[src/core/stdc_consts.svh]
// Constants for the stepper translator and decay control block
`ifndef STDC_CONSTS_SVH
`define STDC_CONSTS_SVH

`define STDC_CLK_NS 20
`define STDC_FIXED_OFF_TIME_NS 30000
`define STDC_BLANK_NS 1000
`define STDC_FAST_PCT_X100 3125
`define STDC_FIXED_OFF_TIME_CYC (`STDC_FIXED_OFF_TIME_NS / `STDC_CLK_NS)
`define STDC_FAST_CYC ((`STDC_FIXED_OFF_TIME_CYC * `STDC_FAST_PCT_X100) / 10000)
`define STDC_BLANK_CYC (`STDC_BLANK_NS / `STDC_CLK_NS)
`define STDC_CNT_W 11
`define STDC_HOME_POS 3'h1
`define STDC_HALF_DELTA 3'h1
`define STDC_FULL_DELTA 3'h2
`define STDC_MAG_ZERO 2'h0
`define STDC_MAG_MID 2'h1
`define STDC_MAG_FULL 2'h2
`define STDC_BOTH_MIXED 2'h3
`define STDC_GATES_OFF 4'h0

`endif

[src/core/stdc_pkg.sv]
// Types shared by the stepper translator and decay control block
package stdc_pkg;

    typedef struct packed {
        logic src_a;
        logic sink_a;
        logic src_b;
        logic sink_b;
    } stdc_gates_t;

    typedef struct packed {
        logic neg;
        logic [1:0] mag;
    } stdc_level_t;

    typedef struct packed {
        logic step;
        logic dir;
        logic res;
        logic dis;
        logic nchip_rst;
        logic reg_fault;
        logic cp_uv;
        logic overtemp;
        logic undervoltage_lockout;
        logic [1:0] trip;
        logic [1:0] zero;
    } stdc_pins_t;

    typedef enum logic [1:0] {
        ST_DRIVE,
        ST_FAST,
        ST_SLOW
    } stdc_phase_t;

endpackage

[src/core/stdc_bridge_if.sv]
// Carrier between the translator and one full-bridge chopper
`timescale 1ns/1ps
interface stdc_bridge_if;
    import stdc_pkg::*;
    logic en;
    logic positive;
    logic active;
    logic mixed;
    logic trip;
    logic zero;
    stdc_gates_t gates;

    modport ctrl (output en, positive, active, mixed, trip, zero, input gates);
    modport drv (input en, positive, active, mixed, trip, zero, output gates);
endinterface

[src/core/stdc_bridge.sv]
// Fixed off-time chopper with decay sequencing for one full bridge
`timescale 1ns/1ps
`include "stdc_consts.svh"
module stdc_bridge
    import stdc_pkg::*;
(
    input wire logic clk_i,
    input wire logic nrst_i,
    stdc_bridge_if.drv br
);
    stdc_phase_t state_reg, state_next;
    logic [`STDC_CNT_W-1:0] cnt_reg, cnt_next;
    logic zs_reg, zs_next;
    stdc_gates_t gates_reg, gates_next;

    always_comb begin
        state_next = state_reg;
        cnt_next = cnt_reg;
        zs_next = zs_reg;
        if (!br.en || !br.active) begin
            state_next = ST_DRIVE;
            cnt_next = '0;
            zs_next = 1'b0;
        end else begin
            case (state_reg)
                ST_DRIVE: begin
                    // Blanking hides switching spikes from the comparator
                    if (cnt_reg < `STDC_CNT_W'(`STDC_BLANK_CYC)) begin
                        cnt_next = cnt_reg + 1'b1;
                    end else if (br.trip) begin
                        state_next = br.mixed ? ST_FAST : ST_SLOW;
                        cnt_next = '0;
                        zs_next = 1'b0;
                    end
                end
                ST_FAST, ST_SLOW: begin
                    cnt_next = cnt_reg + 1'b1;
                    if (br.zero) begin
                        zs_next = 1'b1;
                    end
                    if (state_reg == ST_FAST
                        && cnt_reg == `STDC_CNT_W'(`STDC_FAST_CYC - 1)) begin
                        state_next = ST_SLOW;
                    end
                    if (cnt_reg == `STDC_CNT_W'(`STDC_FIXED_OFF_TIME_CYC - 1)) begin
                        state_next = ST_DRIVE;
                        cnt_next = '0;
                    end
                end
                default: begin
                    state_next = ST_DRIVE;
                    cnt_next = '0;
                end
            endcase
        end
        gates_next = `STDC_GATES_OFF;
        if (br.en && br.active) begin
            case (state_next)
                ST_DRIVE: begin
                    gates_next.src_a = br.positive;
                    gates_next.sink_b = br.positive;
                    gates_next.src_b = !br.positive;
                    gates_next.sink_a = !br.positive;
                end
                ST_FAST: begin
                    // Reverse diagonal conducts instead of the body diodes
                    gates_next.src_b = br.positive && !zs_next;
                    gates_next.sink_a = br.positive && !zs_next;
                    gates_next.src_a = !br.positive && !zs_next;
                    gates_next.sink_b = !br.positive && !zs_next;
                end
                ST_SLOW: begin
                    gates_next.sink_a = !zs_next;
                    gates_next.sink_b = !zs_next;
                end
                default: gates_next = `STDC_GATES_OFF;
            endcase
        end
    end

    always_ff @(posedge clk_i) begin
        if (!nrst_i) begin
            state_reg <= ST_DRIVE;
            cnt_reg <= '0;
            zs_reg <= 1'b0;
            gates_reg <= `STDC_GATES_OFF;
        end else begin
            state_reg <= state_next;
            cnt_reg <= cnt_next;
            zs_reg <= zs_next;
            gates_reg <= gates_next;
        end
    end

    assign br.gates = gates_reg;

    property p_fast_len;
        @(posedge clk_i) disable iff (!nrst_i)
        (state_reg == ST_FAST) |-> (cnt_reg < `STDC_CNT_W'(`STDC_FAST_CYC));
    endproperty
    a_fast_len: assert property (p_fast_len) else $error("Fast decay too long");

    property p_zero_off;
        @(posedge clk_i) disable iff (!nrst_i)
        (state_reg != ST_DRIVE && state_next != ST_DRIVE && zs_next)
            |=> (gates_reg == `STDC_GATES_OFF);
    endproperty
    a_zero_off: assert property (p_zero_off) else $error("Rectifier on after zero");

    property p_slow_sinks;
        @(posedge clk_i) disable iff (!nrst_i)
        (br.en && br.active && state_next == ST_SLOW && !zs_next)
            |=> (gates_reg.sink_a && gates_reg.sink_b && !gates_reg.src_a && !gates_reg.src_b);
    endproperty
    a_slow_sinks: assert property (p_slow_sinks) else $error("Slow decay gates wrong");

    property p_drive_diag;
        @(posedge clk_i) disable iff (!nrst_i)
        (br.en && br.active && state_next == ST_DRIVE && br.positive)
            |=> (gates_reg.src_a && gates_reg.sink_b && !gates_reg.src_b);
    endproperty
    a_drive_diag: assert property (p_drive_diag) else $error("Drive diagonal wrong");
endmodule

[src/core/stdc_top.sv]
// Stepper translator with output gating and per-bridge decay control
`timescale 1ns/1ps
`include "stdc_consts.svh"
module stdc_top
    import stdc_pkg::*;
(
    input wire logic clk_i,
    input wire logic nrst_i,
    input wire logic step_i,
    input wire logic dir_i,
    input wire logic step_resolution_select_i,
    input wire logic output_disable_i,
    input wire logic nchip_reset_i,
    input wire logic sink_gate_regulator_fault_i,
    input wire logic charge_pump_reservoir_uv_i,
    input wire logic overtemp_i,
    input wire logic undervoltage_lockout_i,
    input wire logic [1:0] trip_i,
    input wire logic [1:0] zero_i,
    output stdc_gates_t bridge1_gates_o,
    output stdc_gates_t bridge2_gates_o,
    output logic [2:0] position_o,
    output stdc_level_t level1_o,
    output stdc_level_t level2_o,
    output logic [1:0] mixed_decay_o,
    output logic outputs_enabled_o
);
    localparam int PW = $bits(stdc_pins_t);

    logic [PW-1:0] s1_reg, s2_reg, s3_reg, filt_reg;
    logic [PW-1:0] s1_next, s2_next, s3_next, filt_next;
    stdc_pins_t raw, pin;
    logic step_prev_reg, step_prev_next;
    logic [2:0] pos_reg, pos_next;
    logic [1:0] mixed_reg, mixed_next;
    logic en_reg, en_next;
    stdc_level_t lv1_reg, lv1_next, lv2_reg, lv2_next;
    logic hold, step_edge;
    logic [2:0] delta;

    stdc_bridge_if br [2] ();

    // Signed phase currents for each table entry
    function automatic stdc_level_t phase_level(input logic [2:0] p, input logic second);
        stdc_level_t l;
        l = '0;
        case (p)
            3'h0: l = second ? '{1'b0, `STDC_MAG_ZERO} : '{1'b0, `STDC_MAG_FULL};
            3'h1: l = '{1'b0, `STDC_MAG_MID};
            3'h2: l = second ? '{1'b0, `STDC_MAG_FULL} : '{1'b0, `STDC_MAG_ZERO};
            3'h3: l = second ? '{1'b0, `STDC_MAG_MID} : '{1'b1, `STDC_MAG_MID};
            3'h4: l = second ? '{1'b0, `STDC_MAG_ZERO} : '{1'b1, `STDC_MAG_FULL};
            3'h5: l = '{1'b1, `STDC_MAG_MID};
            3'h6: l = second ? '{1'b1, `STDC_MAG_FULL} : '{1'b0, `STDC_MAG_ZERO};
            3'h7: l = second ? '{1'b1, `STDC_MAG_MID} : '{1'b0, `STDC_MAG_MID};
            default: l = '0;
        endcase
        return l;
    endfunction

    assign raw = '{step_i, dir_i, step_resolution_select_i, output_disable_i,
                   nchip_reset_i, sink_gate_regulator_fault_i,
                   charge_pump_reservoir_uv_i, overtemp_i, undervoltage_lockout_i,
                   trip_i, zero_i};
    assign pin = stdc_pins_t'(filt_reg);

    // Power-on lockout and the reset pin share one hold path
    assign hold = !pin.nchip_rst || pin.undervoltage_lockout;
    assign step_edge = pin.step && !step_prev_reg && !hold;
    assign delta = pin.res ? `STDC_HALF_DELTA : `STDC_FULL_DELTA;

    always_comb begin
        s1_next = PW'(raw);
        s2_next = s1_reg;
        s3_next = s2_reg;
        // A bit moves only when stages two and three agree
        filt_next = (s2_reg & ~(s2_reg ^ s3_reg)) | (filt_reg & (s2_reg ^ s3_reg));
        step_prev_next = pin.step;
        pos_next = pos_reg;
        mixed_next = mixed_reg;
        if (hold) begin
            pos_next = `STDC_HOME_POS;
            mixed_next = `STDC_BOTH_MIXED;
        end else if (step_edge) begin
            // Direction only matters here, so mid-step changes are ignored
            pos_next = pin.dir ? pos_reg + delta : pos_reg - delta;
        end
        lv1_next = phase_level(pos_next, 1'b0);
        lv2_next = phase_level(pos_next, 1'b1);
        if (!hold && step_edge) begin
            mixed_next[0] = lv1_next.mag < lv1_reg.mag;
            mixed_next[1] = lv2_next.mag < lv2_reg.mag;
        end
        en_next = !pin.dis && !pin.reg_fault && !pin.cp_uv && !pin.overtemp
                  && !hold;
    end

    always_ff @(posedge clk_i) begin
        if (!nrst_i) begin
            s1_reg <= '0;
            s2_reg <= '0;
            s3_reg <= '0;
            filt_reg <= '0;
            step_prev_reg <= 1'b0;
            pos_reg <= `STDC_HOME_POS;
            mixed_reg <= `STDC_BOTH_MIXED;
            en_reg <= 1'b0;
            lv1_reg <= '{1'b0, `STDC_MAG_MID};
            lv2_reg <= '{1'b0, `STDC_MAG_MID};
        end else begin
            s1_reg <= s1_next;
            s2_reg <= s2_next;
            s3_reg <= s3_next;
            filt_reg <= filt_next;
            step_prev_reg <= step_prev_next;
            pos_reg <= pos_next;
            mixed_reg <= mixed_next;
            en_reg <= en_next;
            lv1_reg <= lv1_next;
            lv2_reg <= lv2_next;
        end
    end

    // Bridge enables see the combined gate so a fault clears the gates next edge
    assign br[0].en = en_next;
    assign br[0].positive = !lv1_reg.neg;
    assign br[0].active = lv1_reg.mag != `STDC_MAG_ZERO;
    assign br[0].mixed = mixed_reg[0];
    assign br[0].trip = pin.trip[0];
    assign br[0].zero = pin.zero[0];
    assign br[1].en = en_next;
    assign br[1].positive = !lv2_reg.neg;
    assign br[1].active = lv2_reg.mag != `STDC_MAG_ZERO;
    assign br[1].mixed = mixed_reg[1];
    assign br[1].trip = pin.trip[1];
    assign br[1].zero = pin.zero[1];

    stdc_bridge u_bridge1 (
        .clk_i(clk_i),
        .nrst_i(nrst_i),
        .br(br[0])
    );

    stdc_bridge u_bridge2 (
        .clk_i(clk_i),
        .nrst_i(nrst_i),
        .br(br[1])
    );

    assign bridge1_gates_o = br[0].gates;
    assign bridge2_gates_o = br[1].gates;
    assign position_o = pos_reg;
    assign level1_o = lv1_reg;
    assign level2_o = lv2_reg;
    assign mixed_decay_o = mixed_reg;
    assign outputs_enabled_o = en_reg;

    property p_reg_fault_off;
        @(posedge clk_i) disable iff (!nrst_i)
        pin.reg_fault |=> (bridge1_gates_o == `STDC_GATES_OFF
                           && bridge2_gates_o == `STDC_GATES_OFF);
    endproperty
    a_reg_fault_off: assert property (p_reg_fault_off) else $error("Gates on in fault");

    property p_disable_off;
        @(posedge clk_i) disable iff (!nrst_i)
        pin.dis |=> (bridge1_gates_o == `STDC_GATES_OFF && !outputs_enabled_o);
    endproperty
    a_disable_off: assert property (p_disable_off) else $error("Gates on when disabled");

    property p_shutdown_off;
        @(posedge clk_i) disable iff (!nrst_i)
        (pin.overtemp || pin.cp_uv) |=> (bridge2_gates_o == `STDC_GATES_OFF);
    endproperty
    a_shutdown_off: assert property (p_shutdown_off) else $error("Gates on in shutdown");

    property p_undervoltage_lockout_home;
        @(posedge clk_i) disable iff (!nrst_i)
        pin.undervoltage_lockout |=> (position_o == `STDC_HOME_POS && !outputs_enabled_o);
    endproperty
    a_undervoltage_lockout_home: assert property (p_undervoltage_lockout_home) else $error("Lockout not at home");

    property p_reset_home;
        @(posedge clk_i) disable iff (!nrst_i)
        (!pin.nchip_rst && pin.step) |=> (position_o == `STDC_HOME_POS
                                          && mixed_decay_o == `STDC_BOTH_MIXED);
    endproperty
    a_reset_home: assert property (p_reset_home) else $error("Reset not holding home");

    property p_step_dis;
        @(posedge clk_i) disable iff (!nrst_i)
        (step_edge && pin.dis && pin.res && pin.dir)
            |=> (position_o == $past(pos_reg) + `STDC_HALF_DELTA);
    endproperty
    a_step_dis: assert property (p_step_dis) else $error("No advance while disabled");

    property p_full_step;
        @(posedge clk_i) disable iff (!nrst_i)
        (step_edge && !pin.res && !pin.dir)
            |=> (position_o == $past(pos_reg) - `STDC_FULL_DELTA);
    endproperty
    a_full_step: assert property (p_full_step) else $error("Full step wrong");

    property p_no_step_hold;
        @(posedge clk_i) disable iff (!nrst_i)
        (!step_edge && !hold) |=> $stable(position_o);
    endproperty
    a_no_step_hold: assert property (p_no_step_hold) else $error("Moved without step");

    property p_decay_sel;
        @(posedge clk_i) disable iff (!nrst_i)
        step_edge |=> (mixed_decay_o[0] == (level1_o.mag < $past(lv1_reg.mag)));
    endproperty
    a_decay_sel: assert property (p_decay_sel) else $error("Decay select wrong");
endmodule

[config.mk]
export PLATFORM = sky130hd
export DESIGN_NAME = stdc_top
export DESIGN_NICKNAME = d
export VERILOG_FILES = /design/src/core/stdc_pkg.sv /design/src/core/stdc_bridge_if.sv /design/src/core/stdc_bridge.sv /design/src/core/stdc_top.sv
export VERILOG_INCLUDE_DIRS = /design/src /design/src/core
export SDC_FILE = /design/constraint.sdc
export NUM_CORES = 1
export LEC_CHECK = 0
export BUFFER_PORTS_ARGS = -buffer_cell sky130_fd_sc_hd__buf_2
export CAP_MARGIN = 30
export CORE_AREA = 2 2 99 92
export DETAILED_ROUTE_END_ITERATION = 8
export DIE_AREA = 0 0 101 94
export GPL_ROUTABILITY_DRIVEN = 0
export MAX_ROUTING_LAYER = met4
export PLACE_DENSITY = 0.78
export REMOVE_ABC_BUFFERS = 1
export SYNTH_ARGS = -nofsm -noshare
export SYNTH_HDL_FRONTEND = slang
export SYNTH_SLANG_ARGS = --single-unit
[constraint.sdc]
create_clock -name clk_i -period 5.3 [get_ports clk_i]
set_input_delay 0.53 -clock clk_i [delete_from_list [all_inputs] [get_ports clk_i]]
set_output_delay 0.53 -clock clk_i [all_outputs]
set_load 0.05 [all_outputs]
==> results.toml, run 1 <==
[routing]
wl_um = 7390
dr.pass1.iters = 4
routedWlPerCell_um = 12.9
via_count = 3061
drc = 0
via_per_inst = 5.33
drtIter0Drc = 145
postRouteAntennaNets = 0

[clock_network]
cts-htree-levels = 3
clock-root-buffer = "clkbuf_8"
cts_inserted_buffers = 9
holdBufCountCts = 0
clock_sinks = 99
cts_tree = "built"
cts_resized = 0
clk_pin_slew_ns = 0.10
clkLatencyLatePin_ns = 0.37
cts_buffer_depth = 2
postCtsSetupBuffers = 0

[pwr]
combPwrFrac_pct = 1.6
peakVddDrop_mv = 0.181
p_per_area_nw_per_um2 = 283
p_seq_share_pct = 58.8
p_int_mw = 1.01
clockPowerShare_pct = 39.6
switching_share_pct = 22.1
power_switching_mw = 0.285
leakage_nw = 1.75

[place]
post-place-ws_ns = 2.54
port_buffers = 34
dpl.hpwl_um = 5290
dpl.cell_count = 558

[floorplan]
die_x_um = 101
start_util_pct = 49.0
top_level_ports = 35
dieArea_um2 = 9490
rows = 32
core_area_um2 = 8410
die_height_um = 94

[yosys]
synth.most_common_cell = "dfxtp_1"
synth-seq-area-share_pct = 48.1
yosys_warnings = 0
yosys.area.top_type = "dfxtp_1"
synthDistinctLibCells = 64
syn_avg_cell_area_um2 = 9.43
yosys-top-cells-area = "dfxtp_1 48%, and2_1 7.0%, nor2_1 4.3%"
synth_top_area_share_pct = 48.1
async_flop_share_pct = 0
synth_ff_type = "dfxtp_1"
ys_ff_latch = 99
synth_area_um2 = 4120
ys_top_cells_by_count = "99 x dfxtp_1, 47 x nor2_1, 46 x and2_1, 32 x nand2_1, 23 x a21oi_1"
syn_inst = 437
synth_edf_count = 0

[global_routing]
grt_pass1_vias = 2898
grt_pass1_wl_um = 13000
grt.overflow.total = 0
grt_usage_pct = 17.6
antenna_found_initial = 0
grt_max_degree = 45

[timing]
tightest_slew_ns = 0.654
finalSetupViolations = 0
grt_setup_unrepaired = "no"
relSlewSlack_pct = 56.3
clock.fmax_mhz = 401
finalHoldViolCount = 0
fin_setup_tns_ns = 0
fin_crit_sh_pct = 47.1
drv_slew = 0
final.setup.worst_slack_ns = 2.81
fin_crit_ns = 2.49
skew_ns = 0.00807

[cells_and_area]
drive_gt1_share_pct = 15.7
area_growth_syn_to_layout_pct = 10.6
diodes = 0
utilization_pct = 54.2
fin_nets = 494
fin_cells = 574

[worst_hold_path]
hold_class = "in2reg"

[worst_setup_path]
crit_required_ns = 5.59
crit_fanout = 10
ff2ff_setup_slack_ns = 2.81
arrival_ns = 2.79
endpoint_kind = "register"
start_kind = "register"
path_class = "reg2reg"

[run]
drv_cap = 0

[outcome]
outcome = "complete, no violations"
-- cells in the final DEF (no fill, tap or decap), types with 5 or more instances in the layout --
| cell type | count |
|---|---|
| a21oi_1 | 23 |
| a31oi_1 | 7 |
| and2_1 | 46 |
| buf_2 | 34 |
| clkbuf_8 | 10 |
| dfxtp_1 | 99 |
| ha_1 | 11 |
| inv_1 | 22 |
| nand2_1 | 32 |
| nand3_1 | 5 |
| nor2_1 | 47 |
| nor3_1 | 7 |
| o21ai_0 | 17 |
| xnor2_1 | 15 |
| xor2_1 | 5 |
-- cells by family after synthesis --
family	count (synthesis)	share of synthesized area, %
AO/OA/AOI/OAI	80	14.1
XOR/XNOR	20	4.25
multiplexers	4	0.971
buffers and inverters	38	3.95
AND/OR/NAND/NOR	184	24.9
adder cells (fa/ha/maj)	12	3.82
flip-flops	99	48.1
-- worst paths after layout --
| path | startpoint | end | depth (start not counted) |
|---|---|---|---|
| max | position_o[0]$_SDFF_PN1_ | mixed_decay_o[1]$_SDFFE_PN1P_ | 9 |
| min | output_disable_i | s1_reg[9]$_SDFF_PN0_ | 2 |
| min reg2reg | s1_reg[5]$_SDFF_PN0_ | s2_reg[5]$_SDFF_PN0_ | 1 |
| max reg2reg | position_o[0]$_SDFF_PN1_ | mixed_decay_o[1]$_SDFFE_PN1P_ | 9 |
-- power by group through the flow --
stage	clock network (mW)	logic (mW)	registers, mW
after floorplan	0	0.0103	0.776
after detailed placement	0	0.0208	0.777
final	0.512	0.0202	0.760
after CTS	0.524	0.0210	0.760
after global placement	0	0.0198	0.777
after global routing	0.554	0.0233	0.761
-- final cells by class --
class                      count  area [um^2]
clock buffer                  10          138
clock inverter                 6         78.8
fill                         768         3850
inverter                      23         86.3
multi-input combinational    300         1980
sequential                    99         1980
tap                          102          128
timing repair buffer          34          170
-- metrics by stage --
step	hold slack [ns]	cell area (um^2)	total power, mW
finish	0.359	4560	1.29
CTS	0.349	4560	1.30
floorplan	0.412	4050	0.786
global route	0.345	4560	1.34
global placement	0.414	4340	0.796
detailed placement	0.418	4340	0.798
-- layer usage --
layer	track usage, %	up-vias	wire (um)
li1	-	1554	-
met1	21.9	1419	3550
met2	28.2	77	3380
met3	4.54	11	360
met4	5.29	0	104
met5	-	-	0
-- worst max-delay path, cell delays in order, from the launching register on --
cell and delay, ns:
dfxtp_1 0.56, ha_1 0.21, inv_1 0.04, fa_1 0.43, a211oi_1 0.44, and2_1 0.20
ha_1 0.22, a21oi_1 0.12, nand2_1 0.08, o211ai_1 0.11
Power figures use the tool's default switching activity.
==> run 2: changes to the inputs <==
--- a/config.mk
+++ b/config.mk
@@ -6,11 +6,12 @@
 export SDC_FILE = /design/constraint.sdc
 export NUM_CORES = 1
 export LEC_CHECK = 0
+export ABC_AREA = 1
 export BUFFER_PORTS_ARGS = -buffer_cell sky130_fd_sc_hd__buf_2
 export CAP_MARGIN = 30
-export CORE_AREA = 2 2 99 92
+export CORE_AREA = 2 2 102 94
 export DETAILED_ROUTE_END_ITERATION = 8
-export DIE_AREA = 0 0 101 94
+export DIE_AREA = 0 0 104 96
 export GPL_ROUTABILITY_DRIVEN = 0
 export MAX_ROUTING_LAYER = met4
 export PLACE_DENSITY = 0.78
==> constraint.sdc (replaced) <==
create_clock -name clk_i -period 2.36 [get_ports clk_i]
set_input_delay 0.236 -clock clk_i [delete_from_list [all_inputs] [get_ports clk_i]]
set_output_delay 0.236 -clock clk_i [all_outputs]
set_load 0.05 [all_outputs]
==> run 2 against run 1 <==
Effect of this change:
- global-route usage decreased by 0.42 points
- clock-buffer cell count grew 1
- worst setup slack got worse by 2.6 ns
- critical endpoint is now mixed_decay_o[0]$_SDFFE_PN1P_
- first-iteration DRC count shrank 27%
- power up 120%
- die area grew 5.2%
- critical path depth stayed put
- clock power is 100% higher
- flip-flop and latch count did not move
- sequential share of layout area decreased by 2.0 points
==> results.toml, run 2 <==
[clock_network]
clock-root-buffer = "clkbuf_8"
clk_pin_slew_ns = 0.10
cts-htree-levels = 3
cts_inserted_buffers = 9
clkLatencyLatePin_ns = 0.36
clock_sinks = 99
holdBufCountCts = 0
cts_resized = 0
postCtsSetupBuffers = 0
cts_tree = "built"
cts_buffer_depth = 2

[yosys]
synth_ff_type = "dfxtp_1"
synth.most_common_cell = "nand2_1"
synthDistinctLibCells = 39
yosys_warnings = 0
async_flop_share_pct = 0
syn_avg_cell_area_um2 = 7.36
ys_top_cells_by_count = "129 x nand2_1, 109 x inv_1, 99 x dfxtp_1, 65 x nor2_1, 37 x a21oi_1"
yosys.area.top_type = "dfxtp_1"
synth_area_um2 = 4330
synth_top_area_share_pct = 45.8
synth_edf_count = 0
syn_inst = 588
ys_ff_latch = 99
yosys-top-cells-area = "dfxtp_1 46%, nand2_1 11%, inv_1 9.5%"
synth-seq-area-share_pct = 45.8

[pwr]
finalPower_mw = 2.79
peakVddDrop_mv = 0.363
p_per_area_nw_per_um2 = 584
leakage_nw = 2.38

[worst_hold_path]
hold_path_end = "s1_reg[8]$_SDFF_PN0_"
hold_depth = 3
hold_class = "in2reg"
worstHoldStart = "nchip_reset_i"

[cells_and_area]
diodes = 0
area_growth_syn_to_layout_pct = 10.5
layout_commonest_cell = "nand2_1"
fin_nets = 649
final_area_um2 = 4780
drive_gt1_share_pct = 13.4
layout_common_cells = "129 x nand2_1, 109 x inv_1, 99 x dfxtp_1, 65 x nor2_1, 37 x a21oi_1"
utilization_pct = 53.6
fin_cells = 749

[floorplan]
die_height_um = 96
start_util_pct = 48.5
core_area_um2 = 8920
die_x_um = 104
rows = 33
top_level_ports = 35
dieArea_um2 = 9980

[global_routing]
grt_usage_pct = 17.1
grt_max_degree = 58
grt_pass1_wl_um = 13500
grt.overflow.total = 0
grt_pass1_vias = 3218
antenna_found_initial = 0

[timing]
relSlewSlack_pct = 65.9
fin_crit_ns = 2.17
finalSetupViolations = 0
clock.fmax_mhz = 462
grt_setup_unrepaired = "no"
fin_crit_sh_pct = 91.8
skew_ns = 0.00737
fin_setup_tns_ns = 0
tightest_slew_ns = 0.511
finalHoldViolCount = 0
drv_slew = 0

[place]
dpl.hpwl_um = 5670
dpl.cell_count = 733
place_area_um2 = 4600
port_buffers = 34

[routing]
drtIter0Drc = 106
postRouteAntennaNets = 0
routedWlPerCell_um = 10.2
wl_um = 7650
drc = 0
via_per_inst = 4.62
dr.pass1.iters = 4
via_count = 3463

[worst_setup_path]
start_kind = "register"
crit_fanout = 6
r2r_start = "position_o[0]$_SDFF_PN1_"
r2r_cells = 9
arrival_ns = 2.39
reg2reg_to = "mixed_decay_o[0]$_SDFFE_PN1P_"
endpoint_kind = "register"
crit_path_max_incr_delay_ns = 0.43
path_class = "reg2reg"
ff2ff_setup_slack_ns = 0.19
cp.buffers_inverters = 1
cpLargestDelayFamily = "adder cells"
crit_required_ns = 2.59
cp_common_cell = "ha_1"
crit_chain = "ha_1 > inv_1 > fa_1 > o22ai_1 > nor2_1 > ha_1 > o21ai_0 > nand2_1 > nand4_1"
slowest_stage = "dfxtp_1"

[outcome]
outcome = "complete, no violations"

[run]
drv_cap = 0
run 2: changes by cell type after synthesis, moves of 18 or more:
cell	before	now
nand3_1	5	35
nor2_1	47	65
nand2_1	32	129
and2_1	46	0
inv_1	22	109
run 2: layout make-up:
cell class,instances,area [um^2]
Fill cell,878,4140
Sequential cell,99,1980
Multi-Input combinational cell,362,1850
Inverter,115,434
Timing Repair Buffer,35,178
Tap cell,122,153
Clock buffer,11,141
Clock inverter,5,45.0
run 2: cells by family after synthesis:
| kind of cell | synth area share, % |
|---|---|
| buf+inv | 11.5 |
| simple gates | 29.5 |
| flops | 45.8 |
| xor+xnor | 0.607 |
| compound gates | 9.02 |
| fa+ha+maj | 3.64 |
run 2: worst max path at each step:
stage,cells after the start,from,to,slack [ns]
2_1_floorplan,9,position_o[0]$_SDFF_PN1_,mixed_decay_o[0]$_SDFFE_PN1P_,-0.66
3_3_place_gp,9,position_o[0]$_SDFF_PN1_,mixed_decay_o[0]$_SDFFE_PN1P_,0.31
3_5_place_dp,9,position_o[0]$_SDFF_PN1_,mixed_decay_o[0]$_SDFFE_PN1P_,0.22
4_1_cts,9,position_o[0]$_SDFF_PN1_,mixed_decay_o[0]$_SDFFE_PN1P_,0.21
5_1_grt,9,position_o[0]$_SDFF_PN1_,mixed_decay_o[0]$_SDFFE_PN1P_,0.05
6_report,9,position_o[0]$_SDFF_PN1_,mixed_decay_o[0]$_SDFFE_PN1P_,0.19
run 2: power breakdown:
| part | leakage, nW | switching, mW | internal (mW) | total (mW) |
|---|---|---|---|---|
| combinational | 1.48 | 0.0362 | 0.0222 | 0.0585 |
| sequential | 0.804 | 0.0105 | 1.70 | 1.71 |
| clock | 0.0920 | 0.599 | 0.428 | 1.03 |
run 2: per-layer routing:
metal / part of all wire [%] / wire length (um) / vias to the layer above / track usage, %
met4: 1.4 / 105 / 0 / 5.52
met2: 46 / 3490 / 58 / 29.6
met5: 0 / 0 / - / -
li1: - / - / 1871 / -
met1: 49 / 3730 / 1525 / 19.4
met3: 4.2 / 323 / 9 / 5.21
run 2: metrics by stage:
step	worst slack (ns)	hold slack [ns]
floorplan	-0.664	0.323
global placement	0.311	0.393
detailed placement	0.218	0.400
CTS	0.205	0.0298
global route	0.0472	0.0162
finish	0.195	0.0511
run 2: worst register-to-register path: stages, from the launching register on:
cell,delay (ns)
dfxtp_1,0.43
ha_1,0.17
inv_1,0.05
fa_1,0.43
o22ai_1,0.35
nor2_1,0.12
ha_1,0.28
o21ai_0,0.08
nand2_1,0.06
nand4_1,0.06
